### src/tmps_cfg.svh
// Register map, field positions, reset values and timing counts of the timer block
`ifndef TMPS_CFG_SVH
`define TMPS_CFG_SVH
`define TMPS_ADDR_TIMER 8'h01
`define TMPS_ADDR_IRQ 8'h0B
`define TMPS_ADDR_IRQ_HI 8'h8B
`define TMPS_ADDR_OPTION 8'h81
`define TMPS_ADDR_PORTA 8'h85
`define TMPS_RST_TIMER 8'h00
`define TMPS_RST_IRQ 8'h00
`define TMPS_RST_OPTION 8'hFF
`define TMPS_RST_PORTA 8'h3F
`define TMPS_PORTA_MASK 8'h3F
`define TMPS_BIT_FLAG 2
`define TMPS_BIT_IRQ_EN 5
`define TMPS_TIMER_MAX 8'hFF
`define TMPS_OSC_NS 8
`define TMPS_PHASES_PER_INSTR 4
`define TMPS_INHIBIT_INSTR 2'h2
`endif

### src/tmps_pkg.sv
// Types used by the timer module only; prescaler and synchroniser modules do not import them
package tmps_pkg;
   // Gray sequence through the four oscillator phases of one instruction cycle
   typedef enum logic [1:0]
   {
      TMPS_Q1 = 2'h0,
      TMPS_Q2 = 2'h1,
      TMPS_Q3 = 2'h3,
      TMPS_Q4 = 2'h2
   } tmps_phase_t;

   typedef struct packed {
      logic [1:0] spare;
      logic count_source_sel;
      logic count_edge_sel;
      logic scaler_assign;
      logic [2:0] scale_ratio;
   } tmps_option_t;

   typedef struct packed {
      logic [7:0] addr;
      logic [7:0] wdata;
      logic wr;
      logic rd;
   } tmps_bus_req_t;
endpackage

### src/tmps_sync.sv
// Two-flop synchroniser for a level arriving from outside the clock domain
`timescale 1ns/1ps
module tmps_sync (
   input wire logic core_clk_in,
   input wire logic rst_in,
   input wire logic async_in,
   output logic sync_out
);
   logic meta_ff;
   logic sync_ff;

   always_ff @(posedge core_clk_in)
   begin
      if (rst_in)
      begin
         meta_ff <= 1'b0;
         sync_ff <= 1'b0;
      end
      else
      begin
         meta_ff <= async_in;
         sync_ff <= meta_ff;
      end
   end

   assign sync_out = sync_ff;
endmodule

### src/tmps_scaler.sv
// Shared 8-bit prescaler: ripple count of step pulses, one tap picked by the ratio
`timescale 1ns/1ps
module tmps_scaler (
   input wire logic core_clk_in,
   input wire logic rst_in,
   input wire logic clear_in,
   input wire logic step_in,
   input wire logic [2:0] ratio_in,
   output logic scaled_out
);
   logic [7:0] count_ff;
   logic scaled_ff;

   // Clear has priority over a step landing in the same cycle
   always_ff @(posedge core_clk_in)
   begin
      if (rst_in || clear_in)
         count_ff <= 8'h00;
      else if (step_in)
         count_ff <= count_ff + 8'h01;
   end

   // Tap n toggles every 2^n steps: a square wave dividing by 2^(n+1)
   always_ff @(posedge core_clk_in)
   begin
      if (rst_in || clear_in)
         scaled_ff <= 1'b0;
      else
         scaled_ff <= count_ff[ratio_in];
   end

   assign scaled_out = scaled_ff;
endmodule

### src/tmps_top.sv
// Timer/counter with shared prescaler, pin synchroniser and register port
// ==========================================================
// Operation
// - Unscaled pin feeds sampler on Q2, Q4
// - Prescaler divides pin before sync, symmetrical
// - Pin or prescaled source counts only after synchronised edge
// - One prescaler: timer or watchdog, never both
// - Assign bit and ratio pick owner, division
// - Timer write clears prescaler when timer-owned
// - Watchdog clear clears prescaler when watchdog-owned
// - Prescaler count has no software address
// - Owner may change while running
// - Source is instruction clock or pin
// - Rollover sets overflow flag, bit 2
// - Option bits: source, edge, assign, ratio
// - Timer ratios 1:2 to 1:256
// - Write blocks counting two instruction cycles
// - Edge bit clear rising, set falling
// - Overflow on FF to 00 roll
`timescale 1ns/1ps
`include "tmps_cfg.svh"
module tmps_top (
   input wire logic core_clk_in,
   input wire logic rst_in,
   input wire logic [7:0] reg_addr_in,
   input wire logic [7:0] reg_wdata_in,
   input wire logic reg_wr_in,
   input wire logic reg_rd_in,
   output logic [7:0] reg_rdata_out,
   input wire logic ext_count_input_in,
   input wire logic watchdog_tick_in,
   input wire logic watchdog_clear_op_in,
   output logic watchdog_tick_out,
   output logic overflow_flag_out,
   output logic [7:0] timer_count_out,
   output logic [7:0] porta_direction_out
);
   // ==========================================================
   // Register port decode
   tmps_pkg::tmps_bus_req_t req;
   logic wr_timer;
   logic wr_irq;
   logic wr_option;
   logic wr_porta;
   logic sel_irq;

   assign req.addr = reg_addr_in;
   assign req.wdata = reg_wdata_in;
   assign req.wr = reg_wr_in;
   assign req.rd = reg_rd_in;

   // The interrupt control register answers in both banks
   assign sel_irq = (req.addr == `TMPS_ADDR_IRQ) || (req.addr == `TMPS_ADDR_IRQ_HI);
   assign wr_timer = req.wr && (req.addr == `TMPS_ADDR_TIMER);
   assign wr_irq = req.wr && sel_irq;
   assign wr_option = req.wr && (req.addr == `TMPS_ADDR_OPTION);
   assign wr_porta = req.wr && (req.addr == `TMPS_ADDR_PORTA);

   // ==========================================================
   // Software registers
   logic [7:0] option_ff;
   logic [7:0] irq_ff;
   logic [7:0] porta_ff;
   tmps_pkg::tmps_option_t opt;
   logic timer_owned;

   // Owner and ratio may change at any write, no stop or reset needed
   always_ff @(posedge core_clk_in)
   begin
      if (rst_in)
         option_ff <= `TMPS_RST_OPTION;
      else if (wr_option)
         option_ff <= req.wdata;
   end

   assign opt = tmps_pkg::tmps_option_t'(option_ff);
   assign timer_owned = !opt.scaler_assign;

   always_ff @(posedge core_clk_in)
   begin
      if (rst_in)
         porta_ff <= `TMPS_RST_PORTA;
      else if (wr_porta)
         porta_ff <= req.wdata & `TMPS_PORTA_MASK;
   end

   // ==========================================================
   // Instruction phases
   tmps_pkg::tmps_phase_t phase_ff;
   logic at_q2;
   logic at_q4;
   logic instr_end;

   // Core clock stands for the oscillator; four phases make one instruction
   always_ff @(posedge core_clk_in)
   begin
      if (rst_in)
         phase_ff <= tmps_pkg::TMPS_Q1;
      else
      begin
         unique case (phase_ff)
            tmps_pkg::TMPS_Q1: phase_ff <= tmps_pkg::TMPS_Q2;
            tmps_pkg::TMPS_Q2: phase_ff <= tmps_pkg::TMPS_Q3;
            tmps_pkg::TMPS_Q3: phase_ff <= tmps_pkg::TMPS_Q4;
            tmps_pkg::TMPS_Q4: phase_ff <= tmps_pkg::TMPS_Q1;
         endcase
      end
   end

   assign at_q2 = (phase_ff == tmps_pkg::TMPS_Q2);
   assign at_q4 = (phase_ff == tmps_pkg::TMPS_Q4);
   assign instr_end = at_q4;

   // ==========================================================
   // Count pin and edge selection
   logic pin_sync;
   logic pin_lvl;
   logic pin_prev_ff;
   logic pin_rise;

   tmps_sync u_pin_sync (
      .core_clk_in(core_clk_in),
      .rst_in(rst_in),
      .async_in(ext_count_input_in),
      .sync_out(pin_sync)
   );

   // Inverting the pin turns falling edges into rising ones
   assign pin_lvl = pin_sync ^ opt.count_edge_sel;

   always_ff @(posedge core_clk_in)
   begin
      if (rst_in)
         // Reset option picks the falling edge, so an idle-low pin reads high
         pin_prev_ff <= 1'b1;
      else
         pin_prev_ff <= pin_lvl;
   end

   assign pin_rise = pin_lvl && !pin_prev_ff;

   // ==========================================================
   // Shared prescaler
   logic src_event;
   logic scaler_step;
   logic scaler_clear;
   logic scaled;
   logic scaled_prev_ff;
   logic scaled_rise;

   // Selected timer source as an event stream
   assign src_event = opt.count_source_sel ? pin_rise : instr_end;

   // Steps come from whichever side owns the counter
   assign scaler_step = timer_owned ? src_event : watchdog_tick_in;

   assign scaler_clear = (wr_timer && timer_owned)
                       || (watchdog_clear_op_in && !timer_owned);

   // Count has no address; only its tap leaves this instance
   tmps_scaler u_scaler (
      .core_clk_in(core_clk_in),
      .rst_in(rst_in),
      .clear_in(scaler_clear),
      .step_in(scaler_step),
      .ratio_in(opt.scale_ratio),
      .scaled_out(scaled)
   );

   always_ff @(posedge core_clk_in)
   begin
      if (rst_in)
         scaled_prev_ff <= 1'b0;
      else
         scaled_prev_ff <= scaled;
   end

   assign scaled_rise = scaled && !scaled_prev_ff;

   // ==========================================================
   // Watchdog side of the prescaler
   logic wd_tick_ff;

   // Undivided ticks pass through while the timer owns the counter
   always_ff @(posedge core_clk_in)
   begin
      if (rst_in)
         wd_tick_ff <= 1'b0;
      else if (timer_owned)
         wd_tick_ff <= watchdog_tick_in;
      else
         wd_tick_ff <= scaled_rise;
   end

   // ==========================================================
   // Phase sampler
   logic sample_lvl;
   logic sample_ff;
   logic sync_rise_ff;

   // Without the prescaler the edge-selected pin itself is sampled
   assign sample_lvl = timer_owned ? scaled : pin_lvl;

   // Sampled on Q2 and Q4 only, so narrow pulses may be missed
   always_ff @(posedge core_clk_in)
   begin
      if (rst_in)
      begin
         sample_ff <= 1'b1;
         sync_rise_ff <= 1'b0;
      end
      else if (at_q2 || at_q4)
      begin
         sample_ff <= sample_lvl;
         sync_rise_ff <= sample_lvl && !sample_ff;
      end
      else
         sync_rise_ff <= 1'b0;
   end

   // ==========================================================
   // Increment request
   logic inc_req;

   // Internal source without prescaler counts every instruction cycle
   always_comb
   begin
      if (!opt.count_source_sel && !timer_owned)
         inc_req = instr_end;
      else
         inc_req = sync_rise_ff;
   end

   // ==========================================================
   // Write inhibit window
   logic [1:0] inhibit_ff;
   logic inc_ok;

   always_ff @(posedge core_clk_in)
   begin
      if (rst_in)
         inhibit_ff <= 2'h0;
      else if (wr_timer)
         inhibit_ff <= `TMPS_INHIBIT_INSTR;
      else if (instr_end && (inhibit_ff != 2'h0))
         inhibit_ff <= inhibit_ff - 2'h1;
   end

   // Increments landing in the window are dropped, not deferred
   assign inc_ok = inc_req && (inhibit_ff == 2'h0);

   // ==========================================================
   // Timer count
   logic [7:0] timer_ff;
   logic rollover;

   always_ff @(posedge core_clk_in)
   begin
      if (rst_in)
         timer_ff <= `TMPS_RST_TIMER;
      else if (wr_timer)
         timer_ff <= req.wdata;
      else if (inc_ok)
         timer_ff <= timer_ff + 8'h01;
   end

   assign rollover = inc_ok && (timer_ff == `TMPS_TIMER_MAX);

   // ==========================================================
   // Interrupt control register
   logic flag_ff;

   // Other bits are plain storage for the interrupt logic outside
   always_ff @(posedge core_clk_in)
   begin
      if (rst_in)
         irq_ff <= `TMPS_RST_IRQ;
      else if (wr_irq)
         irq_ff <= req.wdata;
   end

   // A rollover in the same cycle as a software clear wins
   always_ff @(posedge core_clk_in)
   begin
      if (rst_in)
         flag_ff <= 1'b0;
      else if (rollover)
         flag_ff <= 1'b1;
      else if (wr_irq)
         flag_ff <= req.wdata[`TMPS_BIT_FLAG];
   end

   // ==========================================================
   // Read port
   logic [7:0] irq_view;
   logic [7:0] nxt_rdata;
   logic [7:0] rdata_ff;

   always_comb
   begin
      irq_view = irq_ff;
      irq_view[`TMPS_BIT_FLAG] = flag_ff;
   end

   // Unmapped addresses, the prescaler among them, read as zero
   always_comb
   begin
      nxt_rdata = 8'h00;
      if (req.rd)
      begin
         if (req.addr == `TMPS_ADDR_TIMER)
            nxt_rdata = timer_ff;
         else if (sel_irq)
            nxt_rdata = irq_view;
         else if (req.addr == `TMPS_ADDR_OPTION)
            nxt_rdata = option_ff;
         else if (req.addr == `TMPS_ADDR_PORTA)
            nxt_rdata = porta_ff;
      end
   end

   // Data stand only in the cycle after the strobe
   always_ff @(posedge core_clk_in)
   begin
      if (rst_in)
         rdata_ff <= 8'h00;
      else
         rdata_ff <= nxt_rdata;
   end

   // ==========================================================
   // Outputs
   logic ovf_out_ff;
   logic [7:0] timer_out_ff;

   always_ff @(posedge core_clk_in)
   begin
      if (rst_in)
      begin
         ovf_out_ff <= 1'b0;
         timer_out_ff <= `TMPS_RST_TIMER;
      end
      else
      begin
         ovf_out_ff <= flag_ff;
         timer_out_ff <= timer_ff;
      end
   end

   assign reg_rdata_out = rdata_ff;
   assign watchdog_tick_out = wd_tick_ff;
   assign overflow_flag_out = ovf_out_ff;
   assign timer_count_out = timer_out_ff;
   assign porta_direction_out = porta_ff;
endmodule

### config.mk
export PLATFORM = sky130hd
export DESIGN_NAME = tmps_top
export DESIGN_NICKNAME = d
export VERILOG_FILES = /design/src/tmps_pkg.sv /design/src/tmps_sync.sv /design/src/tmps_scaler.sv /design/src/tmps_top.sv
export VERILOG_INCLUDE_DIRS = /design/src /design/src/src
export SDC_FILE = /design/constraint.sdc
export NUM_CORES = 1
export LEC_CHECK = 0
export ABC_CLOCK_PERIOD_IN_PS = 4900
export BUFFER_PORTS_ARGS = -buffer_cell sky130_fd_sc_hd__buf_2
export CAP_MARGIN = 20
export CORE_UTILIZATION = 30
export DETAILED_ROUTE_END_ITERATION = 7
export PLACE_DENSITY = 0.56
export SLEW_MARGIN = 40
export SYNTH_ARGS = -nofsm -noshare
export SYNTH_HDL_FRONTEND = slang
export SYNTH_HIERARCHICAL = 1
export SYNTH_SLANG_ARGS = --single-unit
### constraint.sdc
create_clock -name core_clk_in -period 4.9 [get_ports core_clk_in]
set_clock_uncertainty 0.2 [all_clocks]
set_input_delay 0 -clock core_clk_in [delete_from_list [all_inputs] [get_ports core_clk_in]]
set_output_delay 0 -clock core_clk_in [all_outputs]
set_load 0.05 [all_outputs]
==> results.sh, run 1 <==
export IMPL_cp_start_kind="input pin"
export IMPL_clockBufferDepth=2
export IMPL_peakVddDrop_mv=0.124
export IMPL_ys_warn_count=6
export IMPL_area_delta_synth_final_pct=26.1
export IMPL_die_x_um=101
export IMPL_first_global_vias=2430
export IMPL_avgSynthCellArea_um2=8.89
export IMPL_drive_above_1_share_pct=17.9
export IMPL_yosysSeqAreaShare_pct=45.7
export IMPL_drv_cap=0
export IMPL_grt_start_max_net_pins=61
export IMPL_critPathMostFrequentCell="dlygate4sd3_1"
export IMPL_clkTransAtPathRegs_ns=0.08
export IMPL_hold_violations=0
export IMPL_drv_slew=0
export IMPL_fin_cells=526
export IMPL_synthMuxAreaShare_pct=5.37
export IMPL_async_flop_share_pct=0
export IMPL_cts_sinks=67
export IMPL_outcome="finished clean"
export IMPL_synth_area_mm2=0.00293
export IMPL_synth_area_leader_cell="dfxtp_1"
export IMPL_critical_path_class="input pin to flip-flop"
export IMPL_die_area_mm2=0.0102
export IMPL_num_rows=35
export IMPL_min_path_cells=5
export IMPL_relSlewSlack_pct=56.6
export IMPL_yosys_area_share_adder_pct=2.99
export IMPL_numPortBuffers=46
export IMPL_grt_usage_pct=15.2
export IMPL_start_util_pct=31.3
export IMPL_grt_pass1_wl_um=11800
export IMPL_drtIter0Drc=119
export IMPL_leakage_uw=0.00156
export IMPL_hp_class="input pin to flip-flop"
export IMPL_die_h_um=101
export IMPL_synth_simple_area_share_pct=27.5
export IMPL_fin_nets=422
export IMPL_fin_crit_sh_pct=56.2
export IMPL_rsz0062_at_grt="false"
export IMPL_multi_input_area_mm2=0.00150
export IMPL_overflow=0
export IMPL_synth_commonest_cells="dfxtp_1 (67), nor2_1 (43), nand2_1 (21)"
export IMPL_root_buffer="clkbuf_8"
export IMPL_synth_ff_latch_count=67
export IMPL_rr_worst_depth=7
export IMPL_synth_main_ff_cell="dfxtp_1"
export IMPL_fill_cells=983
export IMPL_core_area_mm2=0.00937
export IMPL_drt_pass1_iterations=4
export IMPL_vias_per_cell=4.85
export IMPL_cts_setup_buffers=0
export IMPL_worstPathMaxFanout=10
export IMPL_h_tree_depth=3
export IMPL_synth_top_family_by_area="simple AND/OR/NAND/NOR gates"
export IMPL_place_gp_congestion=0.764
export IMPL_final_core_util_pct=39.5
export IMPL_cts_buffers_inserted=9
export IMPL_drc=0
export IMPL_setup_viol=0
export IMPL_seq_area_mm2=0.00134
export IMPL_synth_compound_area_share_pct=12.5
export IMPL_grt_antenna_before_repair=0
export IMPL_synth_edff_count=0
export IMPL_powerDensity_mw_per_mm2=298
export IMPL_cts_tree="yes"
export IMPL_vias=2553
export IMPL_fin_crit_ns=2.75
export IMPL_synth_cell_types=45
export IMPL_netlist_top_cells_area="dfxtp_1 (46%), nor2_1 (5.5%), mux2i_1 (4.1%), nor2b_1 (3.4%), ha_1 (3.0%)"
export IMPL_yosysMostFrequentCell="dfxtp_1"
export IMPL_path_cells="dlygate4sd3_1 -> buf_2 -> nor3_4 -> dlygate4sd3_1 -> a22oi_1 -> nor4_1 -> dlygate4sd3_1"
export IMPL_drt_total_wl_um=7190
export IMPL_diodes=0
export IMPL_cp_arrival_ns=2.85
export IMPL_p_total_uw=1100
export IMPL_dp_hpwl_um=4910
export IMPL_antenna_left=0
export IMPL_fmax_mhz=363
export IMPL_critPathSlowestCell="dlygate4sd3_1"
export IMPL_crit_path_end_kind="flip-flop"
export IMPL_worst_pin_slew_ns=0.650
export IMPL_slowest_delay_ns=0.87
export IMPL_num_io_pins=49
export IMPL_r2r_slack_ns=2.70
export IMPL_worstPathRequired_ns=5.00
export IMPL_fin_tns_setup_ns=0
export IMPL_worstSkewPairLatency_ns=0.35
export IMPL_yosysTopAreaCellShare_pct=45.7
export IMPL_syn_inst=330
export IMPL_wl_per_cell_um=13.7
export IMPL_placedCellCount=486
export IMPL_synth_xor_area_share_pct=2.09
-- final timing paths --
check	startpoint	to
worst max-delay path	reg_addr_in[1]	reg_rdata_out[7]$_SDFF_PP0_
worst min-delay path	reg_addr_in[5]	porta_direction_out[4]$_SDFFE_PP1P_
worst min register to register	u_pin_sync/meta_ff$_SDFF_PP0_	u_pin_sync/sync_out$_SDFF_PP0_
worst max register to register	opt[4]$_SDFFE_PP1P_	u_scaler/count_ff[5]$_SDFFE_PP0P_
-- what timing repair did --
action,4_1_cts,5_1_grt
gates resized for setup,0,0
hold buffers,23,0
endpoints found under the hold margin,63,0
endpoints found under the setup margin,0,0
-- worst max-delay path: cells and delay by family --
| kind | cells | cell delay (ns) |
|---|---|---|
| buffers and inverters | 4 | 2.15 |
| AOI/OAI and AO/OA | 1 | 0.12 |
| and+or+nand+nor | 2 | 0.58 |
-- stage by stage --
stage,cell area [µm²],hold WS [ns],setup WS (ns)
global placement,3240,0.0221,2.49
detailed placement,3260,0.0249,2.46
global route,3700,0.0596,2.02
CTS,3690,0.00490,2.17
finish,3700,0.00580,2.15
floorplan,2940,-0.128,2.98
-- logic make-up after synthesis --
| group | Yosys count |
|---|---|
| multiplexers | 14 |
| buffers and inverters | 26 |
| adder cells (fa/ha/maj) | 7 |
| AND/OR/NAND/NOR | 151 |
| flip-flops | 67 |
| AO/OA/AOI/OAI | 57 |
| other | 1 |
| XOR/XNOR | 7 |
-- power breakdown --
group	total [µW]	switching (µW)	internal, µW	leakage, µW
registers	556	4.95	551	0.000542
clock network	465	217	248	0.000102
logic	82.0	47.3	34.6	0.000917
total	1100	269	834	0.00156
-- layout by cell type, fill, tap and decap left out, drive strengths merged, types with 2 or more instances in the layout --
cell | synthesis | routed
buf | 7 | 47
o21ai | 11 | 11
inv | 6 | 6
a22oi | 8 | 8
conb | 1 | 2
nand3b | 8 | 8
nand3 | 11 | 11
nand2 | 21 | 21
nand2b | 7 | 7
or4 | 2 | 2
a211oi | 4 | 4
clkinv | 0 | 4
ha | 7 | 7
nor2b | 16 | 16
mux2i | 12 | 12
clkbuf | 13 | 10
a31oi | 5 | 5
and3 | 3 | 3
xnor2 | 3 | 3
or4b | 2 | 2
nand4 | 7 | 7
o21bai | 4 | 4
dlygate4sd3 | 0 | 23
xor2 | 4 | 4
nor4 | 3 | 3
or3 | 6 | 6
a2bb2oi | 6 | 6
dfxtp | 67 | 67
nor2 | 43 | 43
a21oi | 15 | 15
nor3 | 17 | 17
-- flip-flops by register name, summed over array words and instances, names as in the netlist, 2 cells and up --
name	count
opt	8
reg_rdata_out	8
timer_count_out	8
timer_ff	8
u_scaler/count_ff	8
irq_ff	7
porta_direction_out	6
inhibit_ff	2
phase_ff	2
-- metal layers --
metal  global-route usage (%)  part of all wire (%)  up-vias  wire, µm
li1                         -                     -     1282         -
met1                     19.1                    47     1202      3350
met2                     24.9                    48       57      3470
met3                     5.06                   4.4       12       315
met4                     3.90                  0.79        0        57
met5                        0                     0        -         0
-- area by class of cell --
type                       instances  area share, %
clock buffer                      10           3.72
clock inverter                     6           1.76
inverter                           6          0.609
multi-input combinational        238           40.5
sequential                        67           36.2
tap                              129           4.36
timing repair buffer              70           12.8
No activity file was read; power rests on OpenSTA's default activity.
==> run 2: changes to the inputs <==
--- a/config.mk
+++ b/config.mk
@@ -6,12 +6,12 @@
 export SDC_FILE = /design/constraint.sdc
 export NUM_CORES = 1
 export LEC_CHECK = 0
-export ABC_CLOCK_PERIOD_IN_PS = 4900
+export ABC_CLOCK_PERIOD_IN_PS = 2300
 export BUFFER_PORTS_ARGS = -buffer_cell sky130_fd_sc_hd__buf_2
 export CAP_MARGIN = 20
 export CORE_UTILIZATION = 30
 export DETAILED_ROUTE_END_ITERATION = 7
-export PLACE_DENSITY = 0.56
+export PLACE_DENSITY = 0.58
 export SLEW_MARGIN = 40
 export SYNTH_ARGS = -nofsm -noshare
 export SYNTH_HDL_FRONTEND = slang
==> constraint.sdc (replaced) <==
create_clock -name core_clk_in -period 2.3 [get_ports core_clk_in]
set_clock_uncertainty 0.2 [all_clocks]
set_input_delay 0 -clock core_clk_in [delete_from_list [all_inputs] [get_ports core_clk_in]]
set_output_delay 0 -clock core_clk_in [all_outputs]
set_load 0.05 [all_outputs]
==> run 2 against run 1 <==
Against the previous run: cell count grew 0.95%; clock power increased to 2.6 times the previous value; die area stayed put; clock-buffer cell count is the same; via count up 0.24%; sequential power is 110% higher; core utilization is 0.65 points higher; power rose by 130%; critical path type unchanged; largest power group is now the clock network; highest routed layer unchanged.
==> results.sh, run 2 (synthesis gave the netlist of run 1 again) <==
export IMPL_outcome="finished clean"
export IMPL_cts_tree="yes"
export IMPL_worstHoldStart="reg_addr_in[3]"
export IMPL_worstPathRequired_ns=2.32
export IMPL_core_area_mm2=0.00937
export IMPL_antenna_left=0
export IMPL_num_rows=35
export IMPL_die_h_um=101
export IMPL_grt_start_max_net_pins=40
export IMPL_relSlewSlack_pct=56.6
export IMPL_drv_slew=0
export IMPL_reg2reg_to="flag_ff$_SDFFE_PP0P_"
export IMPL_numPortBuffers=46
export IMPL_cp_arrival_ns=2.21
export IMPL_drc=0
export IMPL_min_path_cells=5
export IMPL_hold_violations=0
export IMPL_drt_total_wl_um=6960
export IMPL_fin_crit_sh_pct=95.1
export IMPL_hp_class="input pin to flip-flop"
export IMPL_die_x_um=101
export IMPL_cp_start_kind="input pin"
export IMPL_area_delta_synth_final_pct=28.2
export IMPL_fin_crit_ns=2.19
export IMPL_cts_buffers_inserted=9
export IMPL_worst_pin_slew_ns=0.650
export IMPL_critical_path_class="input pin to flip-flop"
export IMPL_r2r_slack_ns=0.34
export IMPL_dp_hpwl_um=4970
export IMPL_drt_pass1_iterations=4
export IMPL_leakage_uw=0.00159
export IMPL_crit_path_end_kind="flip-flop"
export IMPL_drtIter0Drc=129
export IMPL_overflow=0
export IMPL_fill_cells=993
export IMPL_num_io_pins=49
export IMPL_diodes=0
export IMPL_grt_pass1_wl_um=11500
export IMPL_layout_commonest_cell="dfxtp_1"
export IMPL_h_tree_depth=3
export IMPL_powerDensity_mw_per_mm2=683
export IMPL_clockBufferDepth=2
export IMPL_start_util_pct=31.3
export IMPL_fin_tns_setup_ns=0
export IMPL_peakVddDrop_mv=0.347
export IMPL_first_global_vias=2397
export IMPL_drive_above_1_share_pct=19.7
export IMPL_worstSkewPairLatency_ns=0.34
export IMPL_fin_nets=427
export IMPL_worstPathMaxFanout=8
export IMPL_root_buffer="clkbuf_8"
export IMPL_rr_worst_depth=7
export IMPL_grt_antenna_before_repair=0
export IMPL_r2r_start="phase_ff[0]$_SDFF_PP0_"
export IMPL_grt_usage_pct=14.4
export IMPL_die_area_mm2=0.0102
export IMPL_mostFrequentLayoutCells="dfxtp_1 (67), buf_2 (46), nor2_1 (43)"
export IMPL_final_core_util_pct=40.1
export IMPL_drv_cap=0
export IMPL_vias_per_cell=4.82
export IMPL_fmax_mhz=457
export IMPL_setup_viol=0
export IMPL_wl_per_cell_um=13.1
export IMPL_cts_sinks=67
export IMPL_clkTransAtPathRegs_ns=0.08
export IMPL_hold_path_end="porta_direction_out[3]$_SDFFE_PP1P_"
export IMPL_vias=2559
export IMPL_place_gp_congestion=0.832
## run 2: how the worst max path moves through the flow
stage / start / end / slack, ns / cells after the start
final: reg_addr_in[1] / reg_rdata_out[6]$_SDFF_PP0_ / 0.11 / 7
after global routing: reg_addr_in[1] / reg_rdata_out[6]$_SDFF_PP0_ / -0.001 / 7
after CTS: reg_addr_in[1] / reg_rdata_out[6]$_SDFF_PP0_ / 0.05 / 7
after global placement: phase_ff[0]$_SDFF_PP0_ / timer_ff[6]$_SDFFE_PP0P_ / 0.40 / 7
after detailed placement: phase_ff[0]$_SDFF_PP0_ / flag_ff$_SDFFE_PP0P_ / 0.34 / 7
after floorplan: reg_addr_in[7] / u_scaler/scaled_out$_SDFF_PP0_ / 0.38 / 8
## run 2: power breakdown
| part | leakage [µW] | internal (µW) | switching, µW |
|---|---|---|---|
| clock | 0.000123 | 752 | 455 |
| sequential | 0.000542 | 1170 | 10.4 |
| combinational | 0.000929 | 76.5 | 101 |
| total | 0.00159 | 2000 | 567 |
## run 2: through the flow
stage | total power [µW] | hold WS, ns | instances | setup slack (ns) | cell area (µm²)
2_1_floorplan | 1310 | -0.128 | 331 | 0.376 | 2940
3_3_place_gp | 1370 | 0.0228 | 495 | 0.403 | 3310
3_5_place_dp | 1370 | 0.0190 | 495 | 0.341 | 3310
4_1_cts | 2590 | 0.00767 | 531 | 0.0516 | 3760
5_1_grt | 2660 | 0.0384 | 531 | -0.00140 | 3760
6_report | 2570 | 0.0138 | 531 | 0.114 | 3760
## run 2: final cells by class
cell class | count | area, µm² | area share (%)
clock buffer | 10 | 138 | 3.66
clock inverter | 6 | 111 | 2.96
inverter | 6 | 22.5 | 0.599
multi-input combinational | 238 | 1490 | 39.6
sequential | 67 | 1340 | 35.7
tap | 129 | 161 | 4.29
timing repair buffer | 75 | 498 | 13.2
## run 2: routing by layer
metal  GRT usage (%)  up-vias  routed length (µm)
li1                -     1289                   -
met1            19.2     1181                3280
met2            23.1       80                3190
met3            3.88        9                 403
met4            3.68        0                  90
met5               0        -                   0
## run 2: timing repair
| item | in CTS | in global routing |
|---|---|---|
| hold endpoints to repair | 54 | 0 |
| gates resized for setup | 0 | 1 |
| buffers inserted | 0 | 0 |
| setup endpoints to repair | 0 | 1 |
| hold buffers | 20 | 0 |
## run 2: critical path, cell delays in order
cell and delay (ns):
dlygate4sd3_1 0.53, buf_2 0.14, nor2_1 0.24, or4b_4 0.56
nor2_1 0.12, nor4_1 0.05, dlygate4sd3_1 0.56
==> run 3: changes to the inputs <==
--- a/config.mk
+++ b/config.mk
@@ -11,9 +11,8 @@
 export CAP_MARGIN = 20
 export CORE_UTILIZATION = 30
 export DETAILED_ROUTE_END_ITERATION = 7
-export PLACE_DENSITY = 0.58
+export PLACE_DENSITY = 0.57
 export SLEW_MARGIN = 40
 export SYNTH_ARGS = -nofsm -noshare
 export SYNTH_HDL_FRONTEND = slang
-export SYNTH_HIERARCHICAL = 1
 export SYNTH_SLANG_ARGS = --single-unit
==> run 3 against run 2 <==
Against the previous run: worst hold slack gained 0.014 ns; wire length grew 5.3%; via count grew 0.55%; area after synthesis grew 2.9%; critical endpoint unchanged; largest cell class unchanged.
==> results.sh, run 3 <==
export IMPL_synth_cell_types=47
export IMPL_drv_slew=0
export IMPL_crit_path_end_kind="flip-flop"
export IMPL_die_h_um=102
export IMPL_cts_sinks=67
export IMPL_dp_hpwl_um=5050
export IMPL_synth_edff_count=0
export IMPL_grt_antenna_before_repair=0
export IMPL_worstPathRequired_ns=2.41
export IMPL_peakVddDrop_mv=0.268
export IMPL_overflow=0
export IMPL_fmax_mhz=453
export IMPL_num_rows=36
export IMPL_wl_per_cell_um=13.8
export IMPL_grt_start_max_net_pins=24
export IMPL_drive_above_1_share_pct=21.8
export IMPL_placedCellCount=491
export IMPL_drt_total_wl_um=7340
export IMPL_synth_area_leader_cell="dfxtp_1"
export IMPL_powerDensity_mw_per_mm2=617
export IMPL_start_util_pct=30.9
export IMPL_hp_class="input pin to flip-flop"
export IMPL_synth_ff_latch_count=67
export IMPL_clockBufferDepth=2
export IMPL_fill_cells=1020
export IMPL_worst_pin_slew_ns=0.583
export IMPL_die_x_um=102
export IMPL_cp_start_kind="input pin"
export IMPL_dpl_cell_area_mm2=0.00335
export IMPL_relSlewSlack_pct=61.1
export IMPL_hold_violations=0
export IMPL_crit_buf_inv=4
export IMPL_clkTransAtPathRegs_ns=0.08
export IMPL_grt_pass1_wl_um=12100
export IMPL_mostFrequentLayoutCells="dfxtp_1 (67), buf_2 (45), nor2_1 (43)"
export IMPL_antenna_left=0
export IMPL_fin_area_mm2=0.00380
export IMPL_die_area_mm2=0.0105
export IMPL_cts_setup_buffers=0
export IMPL_drc=0
export IMPL_h_tree_depth=3
export IMPL_fin_crit_ns=2.21
export IMPL_ys_warn_count=0
export IMPL_avgSynthCellArea_um2=9.41
export IMPL_place_gp_congestion=0.857
export IMPL_num_io_pins=49
export IMPL_numPortBuffers=46
export IMPL_yosysSeqAreaShare_pct=44.4
export IMPL_critPathMostFrequentCell="dlygate4sd3_1"
export IMPL_cts_tree="yes"
export IMPL_cts_buffers_inserted=9
export IMPL_p_total_uw=2350
export IMPL_yosysTopAreaCellShare_pct=44.4
export IMPL_drt_pass1_iterations=4
export IMPL_vias=2573
export IMPL_area_delta_synth_final_pct=26.0
export IMPL_leakage_uw=0.00147
export IMPL_synth_main_ff_cell="dfxtp_1"
export IMPL_root_buffer="clkbuf_8"
export IMPL_path_cells="dlygate4sd3_1 -> buf_4 -> nand4b_1 -> dlygate4sd3_1 -> nor3_1 -> dlygate4sd3_1"
export IMPL_drv_cap=0
export IMPL_synth_commonest_cells="dfxtp_1 (67), nor2_1 (43), nor2b_1 (21)"
export IMPL_cp_arrival_ns=2.31
export IMPL_grt_usage_pct=15.5
export IMPL_core_area_mm2=0.00977
export IMPL_fin_crit_sh_pct=95.9
export IMPL_first_global_vias=2436
export IMPL_crit_family="buffers and inverters"
export IMPL_critPathSlowestCell="dlygate4sd3_1"
export IMPL_async_flop_share_pct=0
export IMPL_critical_path_class="input pin to flip-flop"
export IMPL_outcome="finished clean"
export IMPL_fin_nets=424
export IMPL_syn_inst=321
export IMPL_fin_cells=532
export IMPL_drtIter0Drc=117
export IMPL_diodes=0
export IMPL_yosysMostFrequentCell="dfxtp_1"
export IMPL_fin_tns_setup_ns=0
export IMPL_rsz0062_at_grt="false"
export IMPL_setup_viol=0
export IMPL_slowest_delay_ns=0.59
export IMPL_netlist_top_cells_area="dfxtp_1 (44%), nor2_1 (5.3%), a211o_1 (4.3%), nor2b_1 (4.3%), mux2i_1 (3.6%)"
export IMPL_worstPathMaxFanout=23
export IMPL_worstSkewPairLatency_ns=0.36
export IMPL_synth_area_mm2=0.00302
export IMPL_layout_commonest_cell="dfxtp_1"
export IMPL_fin_hold_ws_ns=0.0283
export IMPL_vias_per_cell=4.84
## run 3: worst register-to-register path, stage by stage (launching register included)
cell	delay, ns
dfxtp_1	0.33
inv_1	0.05
a211oi_1	0.19
a31oi_1	0.07
dlygate4sd3_1	0.57
nor3_1	0.14
dlygate4sd3_1	0.56
## run 3: kinds of logic (layout without fill, tap and decap cells)
kind of cell | after synthesis | after routing | share of synthesized area, %
and+or+nand+nor | 125 | 125 | 22.3
DFF | 67 | 67 | 44.4
AOI/OAI and AO/OA | 62 | 62 | 14.8
buffers and inverters | 35 | 112 | 6.54
muxes | 20 | 20 | 7.75
adders and majority gates | 7 | 7 | 2.90
xor gates and xnor gates | 4 | 4 | 1.16
other | 1 | 2 | 0.124
## run 3: final timing paths
check	startpoint	to	slack [ns]	depth (start not counted)
worst max register to register	opt[6]$_SDFFE_PP1P_	reg_rdata_out[6]$_SDFF_PP0_	0.13	6
worst min register to register	u_pin_sync.meta_ff$_SDFF_PP0_	u_pin_sync.sync_out$_SDFF_PP0_	0.23	1
worst min-delay path	reg_addr_in[7]	reg_rdata_out[5]$_SDFF_PP0_	0.03	4
worst max-delay path	rst_in	reg_rdata_out[6]$_SDFF_PP0_	0.09	6
## run 3: layer usage
metal	vias to the layer above	part of all wire [%]	GRT usage, %
met3	11	5.7	4.92
met2	60	46	25.1
met5	-	0	0
met1	1204	47	19.3
li1	1298	-	-
met4	0	1.3	5.49
## run 3: report_power, final
part           switching, µW  internal (µW)
combinational            101           79.5
clock                    478            502
sequential              12.0           1170
total                    590           1760
## run 3: per-stage QoR
step | util [%] | worst slack (ns)
2_1_floorplan | - | 0.261
3_3_place_gp | 34.2 | 0.236
3_5_place_dp | 34.2 | 0.194
4_1_cts | 38.8 | 0.0358
5_1_grt | 38.9 | 0.0113
6_report | 38.9 | 0.0945
## run 3: layout make-up
type                    instances  area (µm²)  share of cell area [%]
multi-input cells             220        1500                    39.4
repair buffers                 79         543                    14.3
flip-flops and latches         67        1340                    35.3
well taps                     133         166                    4.37
inverters                      17        63.8                    1.68
clock buffers                  10         128                    3.35
clock inverters                 6        65.1                    1.71
## run 3: what timing repair did
item,in CTS,in global routing
endpoints found under the hold margin,63,0
endpoints found under the setup margin,0,4
hold buffers,25,0
resized for setup,0,5
